### config.mk
export PLATFORM = sky130hd
export DESIGN_NAME = sim_monitor
export DESIGN_NICKNAME = d
export VERILOG_FILES = /design/src/rtl/sim_pkg.sv /design/src/rtl/sim_monitor.sv
export VERILOG_INCLUDE_DIRS = /design/src /design/src/rtl
export SDC_FILE = /design/constraint.sdc
export NUM_CORES = 1
export LEC_CHECK = 0
export ABC_AREA = 0
export CAP_MARGIN = 10
export CORE_MARGIN = 5
export CORE_UTILIZATION = 35
export DETAILED_ROUTE_END_ITERATION = 8
export DONT_BUFFER_PORTS = 1
export PLACE_DENSITY = 0.54
export SLEW_MARGIN = 20
export SYNTH_ARGS = -nofsm -noshare
export SYNTH_HDL_FRONTEND = slang
export SYNTH_SLANG_ARGS = --single-unit
### constraint.sdc
create_clock -name i_mclk -period 11.4 [get_ports i_mclk]
set_clock_uncertainty 0.05 [all_clocks]
set_input_delay 1.71 -clock i_mclk [delete_from_list [all_inputs] [get_ports i_mclk]]
set_output_delay 1.71 -clock i_mclk [all_outputs]
set_load 0.005 [all_outputs]
### src/rtl/sim_map.svh
`ifndef SIM_MAP_SVH
`define SIM_MAP_SVH

// Register byte offsets on the Avalon-MM slave
`define SIM_REG_CTRL       4'h0
`define SIM_REG_STATUS     4'h4
`define SIM_REG_IRQ_STAT   4'h8
`define SIM_REG_IRQ_MASK   4'hC

// Control register fields
`define SIM_CTRL_RESET_CMD 0

// Status register fields
`define SIM_ST_ESTOP       0
`define SIM_ST_PROHIBIT    1
`define SIM_ST_DOOR_OPEN   2
`define SIM_ST_DOOR_LATCH  3
`define SIM_ST_TEACH_LATCH 4
`define SIM_ST_CRIT_DOOR   5
`define SIM_ST_CRIT_STOP   6
`define SIM_ST_RELEASE     7
`define SIM_ST_STOP_OK     8
`define SIM_ST_DOOR_OK     9
`define SIM_ST_TEACH_SEL   10

// Interrupt status and mask fields
`define SIM_IRQ_ESTOP      0
`define SIM_IRQ_CRIT       1
`define SIM_IRQ_DOOR       2
`define SIM_IRQ_TEACH      3
`define SIM_IRQ_W          4
`define SIM_IRQ_MASK_RST   4'h0

// Filtered input vector positions
`define SIM_IN_STOP_A      0
`define SIM_IN_STOP_B      1
`define SIM_IN_DOOR_A      2
`define SIM_IN_DOOR_B      3
`define SIM_IN_RELEASE     4
`define SIM_IN_TEACH       5
`define SIM_IN_W           6

// Timing
`define SIM_CLK_MHZ        200
`define SIM_FILT_TIME_US   10
`define SIM_FILT_CYCLES    (`SIM_FILT_TIME_US * `SIM_CLK_MHZ)
`define SIM_DISC_TIME_S    2
`define SIM_DISC_CYCLES    (`SIM_DISC_TIME_S * `SIM_CLK_MHZ * 1000000)

`endif

### src/rtl/sim_pkg.sv
package sim_pkg;

	// Emergency stop sequencer, one-hot
	typedef enum logic [2:0] {
		SIM_RUN   = 3'b001,
		SIM_STOP  = 3'b010,
		SIM_ARMED = 3'b100
	} sim_state_t;

endpackage

### src/rtl/sim_monitor.sv
// Contract
// - Door channels disagree two seconds: critical error
// - Stop channels disagree two seconds: critical error
// - Keep latched door-open and teaching records
// - Release open: capture and hold conditions
// - Release closed: clear held conditions
// - Release closed: door status follows live
// - Door still open keeps power prohibited
// - Leave stop after contacts restored, then reset
// - Open door forces hold and prohibited power
// - Unconnected inputs read open, hence unsafe
//
// Local design decisions: the Avalon-MM register port and the register offsets.
`include "sim_map.svh"
module sim_monitor #(
	parameter int unsigned FILT_CYCLES = `SIM_FILT_CYCLES,
	parameter int unsigned DISC_CYCLES = `SIM_DISC_CYCLES
) (
	input  wire logic        i_mclk,
	input  wire logic        i_reset,
	input  wire logic        i_ce,
	input  wire logic        i_stop_circuit_a_pos,
	input  wire logic        i_stop_circuit_b_pos,
	input  wire logic        i_door_input_a_first,
	input  wire logic        i_door_input_b_first,
	input  wire logic        i_latch_release_in_first,
	input  wire logic        i_teach_mode_sel,
	input  wire logic [3:0]  i_avs_address,
	input  wire logic        i_avs_read,
	input  wire logic        i_avs_write,
	input  wire logic [31:0] i_avs_writedata,
	input  wire logic [3:0]  i_avs_byteenable,
	output logic      [31:0] o_avs_readdata,
	output logic             o_avs_waitrequest,
	output logic             o_estop,
	output logic             o_power_prohibit,
	output logic             o_prog_hold,
	output logic             o_critical_error,
	output logic             o_teach_latched,
	output logic             o_irq
);
	// Refuse counts the counters cannot serve
	if (FILT_CYCLES < 1 || DISC_CYCLES < 1) begin : g_bad_param
		$error("sim_monitor: cycle counts must be at least one");
	end
	// Saturating increment shared by the filter and discrepancy counters
	function automatic logic [31:0] sat_inc(input logic [31:0] v);
		sat_inc = (v == 32'hFFFFFFFF) ? v : v + 32'h1;
	endfunction
	localparam logic [31:0] FILT_LAST = 32'(FILT_CYCLES - 1);
	localparam logic [31:0] DISC_LAST = 32'(DISC_CYCLES - 1);
	logic [`SIM_IN_W-1:0] pins;      // Raw pin levels, high = contact closed
	logic [`SIM_IN_W-1:0] sync1;     // First synchroniser stage
	logic [`SIM_IN_W-1:0] sync2;     // Second synchroniser stage
	logic [`SIM_IN_W-1:0] filt;      // Debounced levels
	logic [31:0]          filt_cnt [`SIM_IN_W];  // Stability counters
	assign pins = {i_teach_mode_sel, i_latch_release_in_first,
		i_door_input_b_first, i_door_input_a_first,
		i_stop_circuit_b_pos, i_stop_circuit_a_pos};
	// Two-stage synchroniser; the first stage feeds only the second
	always_ff @(posedge i_mclk or posedge i_reset) begin
		if (i_reset) begin
			sync1 <= '0;
			sync2 <= '0;
		end else if (i_ce) begin
			sync1 <= pins;
			sync2 <= sync1;
		end
	end
	// Debounce: a level must hold FILT_CYCLES before it is believed.
	// Reset value is all open, so a missing plug reads as unsafe.
	for (genvar k = 0; k < `SIM_IN_W; k++) begin : g_filt
		always_ff @(posedge i_mclk or posedge i_reset) begin
			if (i_reset) begin
				filt[k]     <= 1'b0;
				filt_cnt[k] <= 32'h0;
			end else if (i_ce) begin
				if (sync2[k] == filt[k]) begin
					filt_cnt[k] <= 32'h0;
				end else if (filt_cnt[k] >= FILT_LAST) begin
					filt[k]     <= sync2[k];
					filt_cnt[k] <= 32'h0;
				end else begin
					filt_cnt[k] <= sat_inc(filt_cnt[k]);
				end
			end
		end
	end
	logic stop_ok;     // Both stop contacts closed
	logic door_ok;     // Both door contacts closed
	logic release_on;  // Latch release input closed
	logic teach_sel;   // Mode selector in teaching
	logic stop_agree;  // Stop channels agree
	logic door_agree;  // Door channels agree
	// Both channels must be closed; a single open contact counts as open
	assign stop_ok    = filt[`SIM_IN_STOP_A] & filt[`SIM_IN_STOP_B];
	assign door_ok    = filt[`SIM_IN_DOOR_A] & filt[`SIM_IN_DOOR_B];
	assign release_on = filt[`SIM_IN_RELEASE];
	assign teach_sel  = filt[`SIM_IN_TEACH];
	assign stop_agree = filt[`SIM_IN_STOP_A] == filt[`SIM_IN_STOP_B];
	assign door_agree = filt[`SIM_IN_DOOR_A] == filt[`SIM_IN_DOOR_B];
	logic [31:0] stop_disc_cnt;  // Cycles of stop disagreement
	logic [31:0] door_disc_cnt;  // Cycles of door disagreement
	logic        stop_timeout;   // Stop disagreement reached two seconds
	logic        door_timeout;   // Door disagreement reached two seconds
	logic        crit_stop;      // Sticky stop critical error
	logic        crit_door;      // Sticky door critical error
	logic        reset_cmd;      // One-cycle reset command from software
	assign stop_timeout = !stop_agree && stop_disc_cnt >= DISC_LAST;
	assign door_timeout = !door_agree && door_disc_cnt >= DISC_LAST;
	// Discrepancy timers restart as soon as the channels agree again
	always_ff @(posedge i_mclk or posedge i_reset) begin
		if (i_reset) begin
			stop_disc_cnt <= 32'h0;
			door_disc_cnt <= 32'h0;
		end else if (i_ce) begin
			stop_disc_cnt <= stop_agree ? 32'h0 : sat_inc(stop_disc_cnt);
			door_disc_cnt <= door_agree ? 32'h0 : sat_inc(door_disc_cnt);
		end
	end
	// Critical errors: timeout sets, reset clears only once channels agree.
	// A timeout in the clearing cycle wins.
	always_ff @(posedge i_mclk or posedge i_reset) begin
		if (i_reset) begin
			crit_stop <= 1'b0;
			crit_door <= 1'b0;
		end else if (i_ce) begin
			if (stop_timeout) begin
				crit_stop <= 1'b1;
			end else if (reset_cmd && stop_agree) begin
				crit_stop <= 1'b0;
			end
			if (door_timeout) begin
				crit_door <= 1'b1;
			end else if (reset_cmd && door_agree) begin
				crit_door <= 1'b0;
			end
		end
	end
	logic door_latched;   // Door has been opened since last release
	logic teach_latched;  // Teaching has been selected since last release
	logic door_set;       // Door latch capture this cycle
	logic teach_set;      // Teach latch capture this cycle
	// Capture only while release is open; closed release blocks capture
	assign door_set  = !release_on && !door_ok && !door_latched;
	assign teach_set = !release_on && teach_sel && !teach_latched;
	// Latched records, cleared by a closed release input
	always_ff @(posedge i_mclk or posedge i_reset) begin
		if (i_reset) begin
			door_latched  <= 1'b0;
			teach_latched <= 1'b0;
		end else if (i_ce) begin
			if (release_on) begin
				door_latched  <= 1'b0;
				teach_latched <= 1'b0;
			end else begin
				if (!door_ok) begin
					door_latched <= 1'b1;
				end
				if (teach_sel) begin
					teach_latched <= 1'b1;
				end
			end
		end
	end
	sim_pkg::sim_state_t state;       // Emergency stop sequencer
	sim_pkg::sim_state_t next_state;  // Its next value
	logic                crit_any;    // Any critical error pending
	assign crit_any = crit_stop | crit_door | stop_timeout | door_timeout;
	// Stop is left only through ARMED, which needs restored contacts,
	// so a reset issued while the button is still pressed does nothing
	always_comb begin
		next_state = state;
		unique case (state)
			sim_pkg::SIM_RUN: begin
				if (!stop_ok || crit_any) begin
					next_state = sim_pkg::SIM_STOP;
				end
			end
			sim_pkg::SIM_STOP: begin
				if (stop_ok && stop_agree && door_agree &&
						!stop_timeout && !door_timeout) begin
					next_state = sim_pkg::SIM_ARMED;
				end
			end
			sim_pkg::SIM_ARMED: begin
				if (!stop_ok || stop_timeout || door_timeout) begin
					next_state = sim_pkg::SIM_STOP;
				end else if (reset_cmd && stop_agree && door_agree) begin
					next_state = sim_pkg::SIM_RUN;
				end
			end
		endcase
	end
	// Power-up enters stop: nothing is trusted until a reset command
	always_ff @(posedge i_mclk or posedge i_reset) begin
		if (i_reset) begin
			state <= sim_pkg::SIM_STOP;
		end else if (i_ce) begin
			state <= next_state;
		end
	end
	logic door_open_now;  // Door open, live or held
	// With release closed this reduces to the live input
	assign door_open_now = !door_ok || door_latched;
	// Registered safety outputs
	always_ff @(posedge i_mclk or posedge i_reset) begin
		if (i_reset) begin
			o_estop          <= 1'b1;
			o_power_prohibit <= 1'b1;
			o_prog_hold      <= 1'b1;
			o_critical_error <= 1'b0;
			o_teach_latched  <= 1'b0;
		end else if (i_ce) begin
			o_estop <= next_state != sim_pkg::SIM_RUN;
			// Live door keeps power off even after a teach release
			o_power_prohibit <= next_state != sim_pkg::SIM_RUN ||
				door_open_now;
			o_prog_hold      <= door_open_now;
			o_critical_error <= crit_any;
			o_teach_latched  <= teach_latched | teach_set;
		end
	end

	logic                  bus_req;   // Request present
	logic                  bus_ack;   // Request completes this edge
	logic                  wr_ctrl;   // Write strobe to control
	logic [`SIM_IRQ_W-1:0] irq_stat;  // Sticky event bits
	logic [`SIM_IRQ_W-1:0] irq_mask;  // Interrupt enables
	logic [`SIM_IRQ_W-1:0] irq_ev;    // Events this cycle
	logic [`SIM_IRQ_W-1:0] irq_clr;   // Write-one-to-clear bits
	logic [31:0]           status;    // Live status word
	logic [31:0]           rd_mux;    // Read data selection

	// Every access gets exactly one wait cycle, then completes
	assign bus_req = i_avs_read | i_avs_write;
	assign bus_ack = bus_req & !o_avs_waitrequest;
	assign wr_ctrl = bus_ack && i_avs_write && i_avs_byteenable[0] &&
		i_avs_address == `SIM_REG_CTRL;

	// Waitrequest drops one cycle after the request and rises again after
	always_ff @(posedge i_mclk or posedge i_reset) begin
		if (i_reset) begin
			o_avs_waitrequest <= 1'b1;
		end else if (i_ce) begin
			o_avs_waitrequest <= !(bus_req && o_avs_waitrequest);
		end
	end

	// Reset command pulse; all fields live in byte lane 0
	always_ff @(posedge i_mclk or posedge i_reset) begin
		if (i_reset) begin
			reset_cmd <= 1'b0;
		end else if (i_ce) begin
			reset_cmd <= wr_ctrl && i_avs_writedata[`SIM_CTRL_RESET_CMD];
		end
	end

	always_comb begin
		irq_ev = '0;
		irq_ev[`SIM_IRQ_ESTOP] = state == sim_pkg::SIM_RUN &&
			next_state == sim_pkg::SIM_STOP;
		irq_ev[`SIM_IRQ_CRIT]  = (stop_timeout && !crit_stop) ||
			(door_timeout && !crit_door);
		irq_ev[`SIM_IRQ_DOOR]  = door_set;
		irq_ev[`SIM_IRQ_TEACH] = teach_set;
	end

	assign irq_clr = (bus_ack && i_avs_write && i_avs_byteenable[0] &&
		i_avs_address == `SIM_REG_IRQ_STAT) ?
		i_avs_writedata[`SIM_IRQ_W-1:0] : '0;

	// Sticky status: an event in the clearing cycle survives
	always_ff @(posedge i_mclk or posedge i_reset) begin
		if (i_reset) begin
			irq_stat <= '0;
		end else if (i_ce) begin
			irq_stat <= (irq_stat & ~irq_clr) | irq_ev;
		end
	end

	// Mask register, written as a whole low byte
	always_ff @(posedge i_mclk or posedge i_reset) begin
		if (i_reset) begin
			irq_mask <= `SIM_IRQ_MASK_RST;
		end else if (i_ce && bus_ack && i_avs_write && i_avs_byteenable[0] &&
				i_avs_address == `SIM_REG_IRQ_MASK) begin
			irq_mask <= i_avs_writedata[`SIM_IRQ_W-1:0];
		end
	end

	// Level interrupt, registered in step with the status it reflects
	always_ff @(posedge i_mclk or posedge i_reset) begin
		if (i_reset) begin
			o_irq <= 1'b0;
		end else if (i_ce) begin
			o_irq <= |(((irq_stat & ~irq_clr) | irq_ev) & irq_mask);
		end
	end

	always_comb begin
		status = '0;
		status[`SIM_ST_ESTOP]       = state != sim_pkg::SIM_RUN;
		status[`SIM_ST_PROHIBIT]    = state != sim_pkg::SIM_RUN || door_open_now;
		status[`SIM_ST_DOOR_OPEN]   = door_open_now;
		status[`SIM_ST_DOOR_LATCH]  = door_latched;
		status[`SIM_ST_TEACH_LATCH] = teach_latched;
		status[`SIM_ST_CRIT_DOOR]   = crit_door;
		status[`SIM_ST_CRIT_STOP]   = crit_stop;
		status[`SIM_ST_RELEASE]     = release_on;
		status[`SIM_ST_STOP_OK]     = stop_ok;
		status[`SIM_ST_DOOR_OK]     = door_ok;
		status[`SIM_ST_TEACH_SEL]   = teach_sel;
	end

	// Read decode; control and unmapped offsets read as zero
	always_comb begin
		rd_mux = 32'h0;
		unique case (i_avs_address)
			`SIM_REG_STATUS:   rd_mux = status;
			`SIM_REG_IRQ_STAT: rd_mux = {28'h0, irq_stat};
			`SIM_REG_IRQ_MASK: rd_mux = {28'h0, irq_mask};
			default:           rd_mux = 32'h0;
		endcase
	end

	// Read data lands with the waitrequest drop
	always_ff @(posedge i_mclk or posedge i_reset) begin
		if (i_reset) begin
			o_avs_readdata <= 32'h0;
		end else if (i_ce) begin
			o_avs_readdata <= (i_avs_read && o_avs_waitrequest) ? rd_mux : 32'h0;
		end
	end

endmodule

==> impl_metrics.csv, run 1 <==
group,metric,value,unit
status,outcome,"complete, no violations",
power,powerDensity,153.5,mW/mm²
critical_path,critPathMostFrequentCell,"nor3_1",
clocking,clk_latency,0.54,ns
global_route,grt_pass1_wl,54500,µm
critical_path,slowest_delay,0.56,ns
global_route,grt_max_degree,175,
timing,rsz0062_at_grt,"no",
drt,num_vias,10860,
floorplan,start_util,35.57,%
clocking,ctsHoldBuffers,0,
synth,synth_area,0.01462,mm²
place,portBuffers,0,
synth,synthCells,1512,
cells_and_area,final_util,39.63,%
cells_and_area,final_layout_size_suffix_gt1_share,8.676,%
cells_and_area,finalInstanceArea,0.01629,mm²
clocking,cts_tree,"built",
floorplan,pin_count,90,
global_route,grt.total_usage,13.84,%
timing,maxSlewHeadroom,29.30,%
timing,hold_viol,0,
critical_path,crit_chain,"nand2_1, nor3_1, nand3_1, nor3_1, a31oi_1, nor2_1",
run,drv_cap,0,
floorplan,core_region_area,0.04111,mm²
synth,synthArstFlopShare,100.0,%
timing,setup_tns,0,ns
clocking,clk_pin_slew,0.06,ns
critical_path,critical_path_buf_inv_count,0,
clocking,clock_path_buffers,3,
power,leakagePower,7.252,nW
place,gp_congestion,0.7796,
drt,wl,31410,µm
timing,fin_crit,2.995,ns
clocking,cts-root-buf,"clkbuf_16",
worst_hold_path,hp-class,"reg -> reg",
timing,setup_ws,8.405,ns
place,place_ws,7.837,ns
cells_and_area,areaGrowthSynthToFinish,11.41,%
place,dpl_cell_area,0.01508,mm²
drt,routedWlPerCell,15.21,µm
critical_path,crit_arrival,3.40,ns
cells_and_area,final_cell_mix,"303 x dfrtp_1, 299 x nor2_1, 96 x nand2_1",
global_route,grt_remaining_overflow,0,
drt,drt-vias-per-instance,5.261,
timing,timing.final.crit_share,26.27,%
synth,yosysUniqueCellTypes,84,
cells_and_area,stdcell_count,2065,
floorplan,fp.dieH,214.4,µm
timing,finalSetupViolations,0,
cells_and_area,layout.nets,1570,
synth,synth-edff-count,0,
cells_and_area,final_common_cell,"dfrtp_1",
clocking,cts_buffers,36,
critical_path,cp.required,11.81,ns
clocking,cts-htree-levels,2,
drt,drc,0,
clocking,post_cts.repair.setup_buffers,0,
drt,first_pass_iters,4,
cells_and_area,diodes,0,
clocking,cts-resized-gates,0,
synth,syn_avg_cell_area,9.671,µm²
critical_path,crit_path_end_kind,"flop",
critical_path,crit_path_max_fanout,103,
power,design_power_total,2.501,mW
floorplan,num_rows,74,
synth,ys_ff_latch,308,
drt,first_iter_violations,662,
place,dp_cells,2002,
critical_path,critPathLaunchType,"input port",
clocking,numClockSinks,308,
floorplan,die_w,214.4,µm
synth,ys.flop_type,"dfrtp_1",
timing,max_freq,0.3339,GHz
power,ir_drop,0.1113,mV
global_route,antenna_found_initial,2,
synth,synth_warnings,0,
drt,detail-route-antenna-nets,0,
floorplan,fp.dieArea,0.04597,mm²
timing,slew_viol_final,0,
timing,tightest_slew,1.053,ns
global_route,grt_pass1_vias,10720,
synth,yosysSeqAreaShare,52.75,%
critical_path,cp_top_family,"simple AND/OR/NAND/NOR gates",
place,place_hpwl,20380,µm
critical_path,worstSetupPathType,"in -> reg",
timing,holdWs,0.4352,ns
critical_path,cp_slowest_cell,"nor3_1",
metal layers:
metal	part of all wire, %	vias to the layer above	global-route usage (%)	wire length (µm)
li1	-	5362	-	-
met1	50	5299	19.97	15700
met2	43	152	21.00	13600
met3	4.7	51	3.431	1472
met4	2.0	0	3.479	633
met5	0	-	0	0
sequential cells by signal, indices dropped and copies added, names as in the netlist, 3 cells and up:
signal	cells
filt	4
stop_disc_cnt	32
filt_cnt	192
irq_mask	4
sync2	6
o_avs_readdata	11
door_disc_cnt	32
sync1	6
state	3
irq_stat	4
worst paths after layout:
kind	startpoint	slack [ns]	to	cells after the start
worst max-delay path	i_ce	8.40	filt_cnt[62]$_DFFE_PP0P_	6
worst min-delay path	filt_cnt[167]$_DFFE_PP0P_	0.44	filt_cnt[167]$_DFFE_PP0P_	1
worst max register to register	filt[2]$_DFFE_PP0P_	8.54	door_disc_cnt[14]$_DFFE_PP0P_	7
worst min register to register	filt_cnt[167]$_DFFE_PP0P_	0.44	filt_cnt[167]$_DFFE_PP0P_	1
max in group asynchronous	i_reset	8.61	filt_cnt[116]$_DFFE_PP0P_	2
min in group asynchronous	i_reset	1.19	o_avs_readdata[7]$_DFFE_PP0P_	1
synth_stat cells (24+ instances only):
library cell	instances	share of area, %
nand3_1	56	1.9
nor2_1	303	7.8
clkbuf_1	32	0.82
nor4_1	34	1.5
o21ai_0	46	1.6
nor3_1	35	1.2
nand2_1	96	2.5
a21oi_1	79	2.7
dfrtp_1	303	52
buf_4	24	1.2
nand4_1	49	2.1
xor2_1	53	3.2
a31oi_1	53	2.3
xnor2_1	44	2.6
and3_1	53	2.3
mux2_2	26	2.0
layout make-up:
type	instances	area, µm²
Clock buffer	54	1120
Tap cell	532	665.6
Clock inverter	9	81.33
Timing Repair Buffer	9	80.08
Inverter	24	97.59
Sequential cell	308	7714
Fill cell	4057	24820
Multi-Input combinational cell	1129	6533
power breakdown:
part	internal, mW	switching, mW	leakage (nW)
registers	1.14	0.0464	4.22
clock network	0.701	0.457	0.601
logic	0.0576	0.104	2.44
total	1.89	0.608	7.25
cell families (layout without fill, tap and decap cells):
kind of cell	Yosys count	in the layout	synth area share [%]
XOR/XNOR	97	97	5.810
buffers and inverters	95	96	3.226
multiplexers	30	30	2.276
adder cells (fa/ha/maj)	11	11	0.9412
other	1	21	0.02564
AO/OA/AOI/OAI	255	255	11.11
flip-flops	308	308	52.75
AND/OR/NAND/NOR	715	715	23.86
Power figures use the tool's default switching activity.
==> run 2: changes to the inputs <==
--- a/config.mk
+++ b/config.mk
@@ -12,7 +12,7 @@
 export CORE_UTILIZATION = 35
 export DETAILED_ROUTE_END_ITERATION = 8
 export DONT_BUFFER_PORTS = 1
-export PLACE_DENSITY = 0.54
+export PLACE_DENSITY = 0.56
 export SLEW_MARGIN = 20
 export SYNTH_ARGS = -nofsm -noshare
 export SYNTH_HDL_FRONTEND = slang
==> constraint.sdc (replaced) <==
create_clock -name i_mclk -period 2.65 [get_ports i_mclk]
set_clock_uncertainty 0.05 [all_clocks]
set_input_delay 0.3975 -clock i_mclk [delete_from_list [all_inputs] [get_ports i_mclk]]
set_output_delay 0.3975 -clock i_mclk [all_outputs]
set_load 0.005 [all_outputs]
==> run 2 against run 1 <==
  * Flip-flop and latch count stayed put
  * Combinational power increased to 4.9 times the previous value
  * Largest cell class unchanged
  * Core utilization increased by 0.87 points
  * Routed wire length is 5.0% higher
  * Final area grew 2.2%
==> impl_metrics.csv, run 2 (synthesis results as in run 1) <==
group,metric,value,unit
floorplan,core_region_area,0.04111,mm²
power,leakagePower,7.438,nW
drt,detail-route-antenna-nets,0,
power,switching_share,24.40,%
critical_path,cp.required,2.98,ns
critical_path,r2r_slack,0.24,ns
clocking,post_cts.repair.setup_buffers,0,
timing,tightest_slew,0.6963,ns
power,p_switching,2.599,mW
power,power_frac_comb,7.5,%
drt,drc,0,
place,place_ws,0.1389,ns
clocking,cts_buffers,35,
global_route,use_met3,3.035,%
timing,rsz0062_at_grt,"no",
place,portBuffers,0,
global_route,grtUsageMet1,20.60,%
critical_path,worstSetupPathType,"reg -> reg",
floorplan,start_util,35.57,%
power,pwr-share-clk,44.8,%
worst_hold_path,holdPathStages,2,
timing,slew_viol_final,0,
cells_and_area,largest_reg_flops,192,
timing,hold_viol,0,
clocking,clock_path_buffers,3,
critical_path,rr_startpoint,"stop_disc_cnt[27]$_DFFE_PP0P_",
power,p_int,8.052,mW
drt,drt-vias-per-instance,5.235,
place,place_hpwl,21630,µm
power,design_power_total,10.65,mW
global_route,grt.total_usage,14.30,%
status,outcome,"complete, no violations",
worst_hold_path,min_to,"filt_cnt[129]$_DFFE_PP0P_",
global_route,antenna_found_initial,0,
global_route,grt_pass1_vias,10930,
clocking,numClockSinks,308,
critical_path,crit_path_end_kind,"flop",
timing,timing.final.crit_share,90.79,%
critical_path,r2r_cells,7,
worst_hold_path,hp-class,"in -> reg",
timing,setup_ws,0.2440,ns
cells_and_area,final_layout_size_suffix_gt1_share,10.12,%
clocking,cts-root-buf,"clkbuf_16",
cells_and_area,areaGrowthSynthToFinish,13.84,%
drt,first_iter_violations,804,
drt,first_pass_iters,5,
critical_path,crit_arrival,2.74,ns
global_route,grt_pass1_wl,56400,µm
power,seqPwrFrac,47.7,%
floorplan,pin_count,90,
cells_and_area,layout.nets,1616,
drt,wl,32970,µm
cells_and_area,diodes,0,
critical_path,critPathLaunchType,"flop",
floorplan,die_w,214.4,µm
place,gp_congestion,0.7997,
run,drv_cap,0,
clocking,clk_latency,0.53,ns
floorplan,fp.dieArea,0.04597,mm²
timing,fin_crit,2.406,ns
global_route,use_met2,22.31,%
power,ir_drop,0.3608,mV
critical_path,crit_path_max_fanout,6,
global_route,top_usage_layer,"met2",
cells_and_area,regMostFlops,"filt_cnt",
timing,maxSlewHeadroom,53.48,%
power,powerDensity,639.8,mW/mm²
cells_and_area,final_cell_mix,"303 x dfrtp_1, 299 x nor2_1, 96 x nand2_1",
drt,routedWlPerCell,15.60,µm
global_route,grt_remaining_overflow,0,
drt,num_vias,11060,
clocking,clk_pin_slew,0.06,ns
timing,finalSetupViolations,0,
cells_and_area,n_fill_cell,4088,
timing,max_freq,0.4156,GHz
clocking,cts-htree-levels,2,
critical_path,r2r_end,"state[2]$_DFFE_PP0P_",
worst_hold_path,min_from,"i_ce",
clocking,cts_tree,"built",
global_route,grt_max_degree,76,
cells_and_area,final_common_cell,"dfrtp_1",
cells_and_area,reg_top3,"filt_cnt (192), door_disc_cnt (32), stop_disc_cnt (32)",
floorplan,fp.dieH,214.4,µm
floorplan,num_rows,74,
## run 2: cell types whose count changed in the layout (fill, tap and decap cells not counted), sizes merged
| cell | change |
|---|---|
| inv | -2 |
| dlygate4sd3 | +16 |
| buf | +31 |
| clkinvlp | +2 |
| clkbuf | +1 |
## run 2: power by group through the flow
stage / Sequential (mW) / Clock, mW / Combinational, mW
after floorplan: 5.10 / 0 / 0.633
after global placement: 5.15 / 0 / 0.750
after detailed placement: 5.16 / 0 / 0.774
after CTS: 5.08 / 4.95 / 0.813
after global routing: 5.11 / 5.18 / 0.915
final: 5.08 / 4.77 / 0.800
## run 2: worst max-delay path by stage
| stage | depth (start not counted) | start | endpoint | slack (ns) |
|---|---|---|---|---|
| floorplan | 1 | i_reset | crit_door$_DFFE_PP0P_ | -1.89 |
| global placement | 8 | filt[2]$_DFFE_PP0P_ | state[0]$_DFFE_PP0P_ | 0.27 |
| detailed placement | 8 | filt[2]$_DFFE_PP0P_ | o_irq$_DFFE_PP0P_ | 0.14 |
| CTS | 7 | stop_disc_cnt[27]$_DFFE_PP0P_ | state[2]$_DFFE_PP0P_ | 0.12 |
| global route | 8 | filt[2]$_DFFE_PP0P_ | o_irq$_DFFE_PP0P_ | 0.02 |
| finish | 7 | stop_disc_cnt[27]$_DFFE_PP0P_ | state[2]$_DFFE_PP0P_ | 0.24 |
## run 2: critical path, cell delays in order, from the launching register on
cell and delay, ns:
dfrtp_1 0.43, or4b_1 0.55, nor4_2 0.29, o31a_2 0.26, o21ai_2 0.11, a41o_1 0.25
a22oi_2 0.23, a21oi_1 0.10
## run 2: layout make-up
class | instances | area [µm²] | area share, %
Clock buffer | 55 | 1062 | 6.381
Clock inverter | 9 | 91.34 | 0.5487
Inverter | 24 | 93.84 | 0.5637
Multi-Input combinational cell | 1129 | 6538 | 39.27
Sequential cell | 308 | 7714 | 46.34
Tap cell | 532 | 665.6 | 3.998
Timing Repair Buffer | 56 | 483.0 | 2.901
## run 2: routing by layer
layer,routed length (µm),vias up
met5,0,-
met4,537,0
met3,1445,40
li1,-,5421
met1,16050,5433
met2,14940,167
## run 2: stage by stage
stage / hold WS (ns) / instance area [µm²] / utilization, % / instances / TNS, ns
2_1_floorplan: 0.3992 / 14700 / - / 1532 / -577.34
3_3_place_gp: 0.3651 / 15320 / 37.26 / 2032 / 0
3_5_place_dp: 0.3574 / 15320 / 37.26 / 2032 / 0
4_1_cts: 0.002220 / 16630 / 40.46 / 2112 / 0
5_1_grt: 0.001764 / 16650 / 40.49 / 2113 / 0
6_report: 0.01517 / 16650 / 40.49 / 2113 / 0
## run 2: timing repair
item                                    4_1_cts  5_1_grt
endpoints found under the setup margin        0        6
gates resized for setup                       0        2
hold endpoints to repair                     46        5
hold buffers                                 16        1
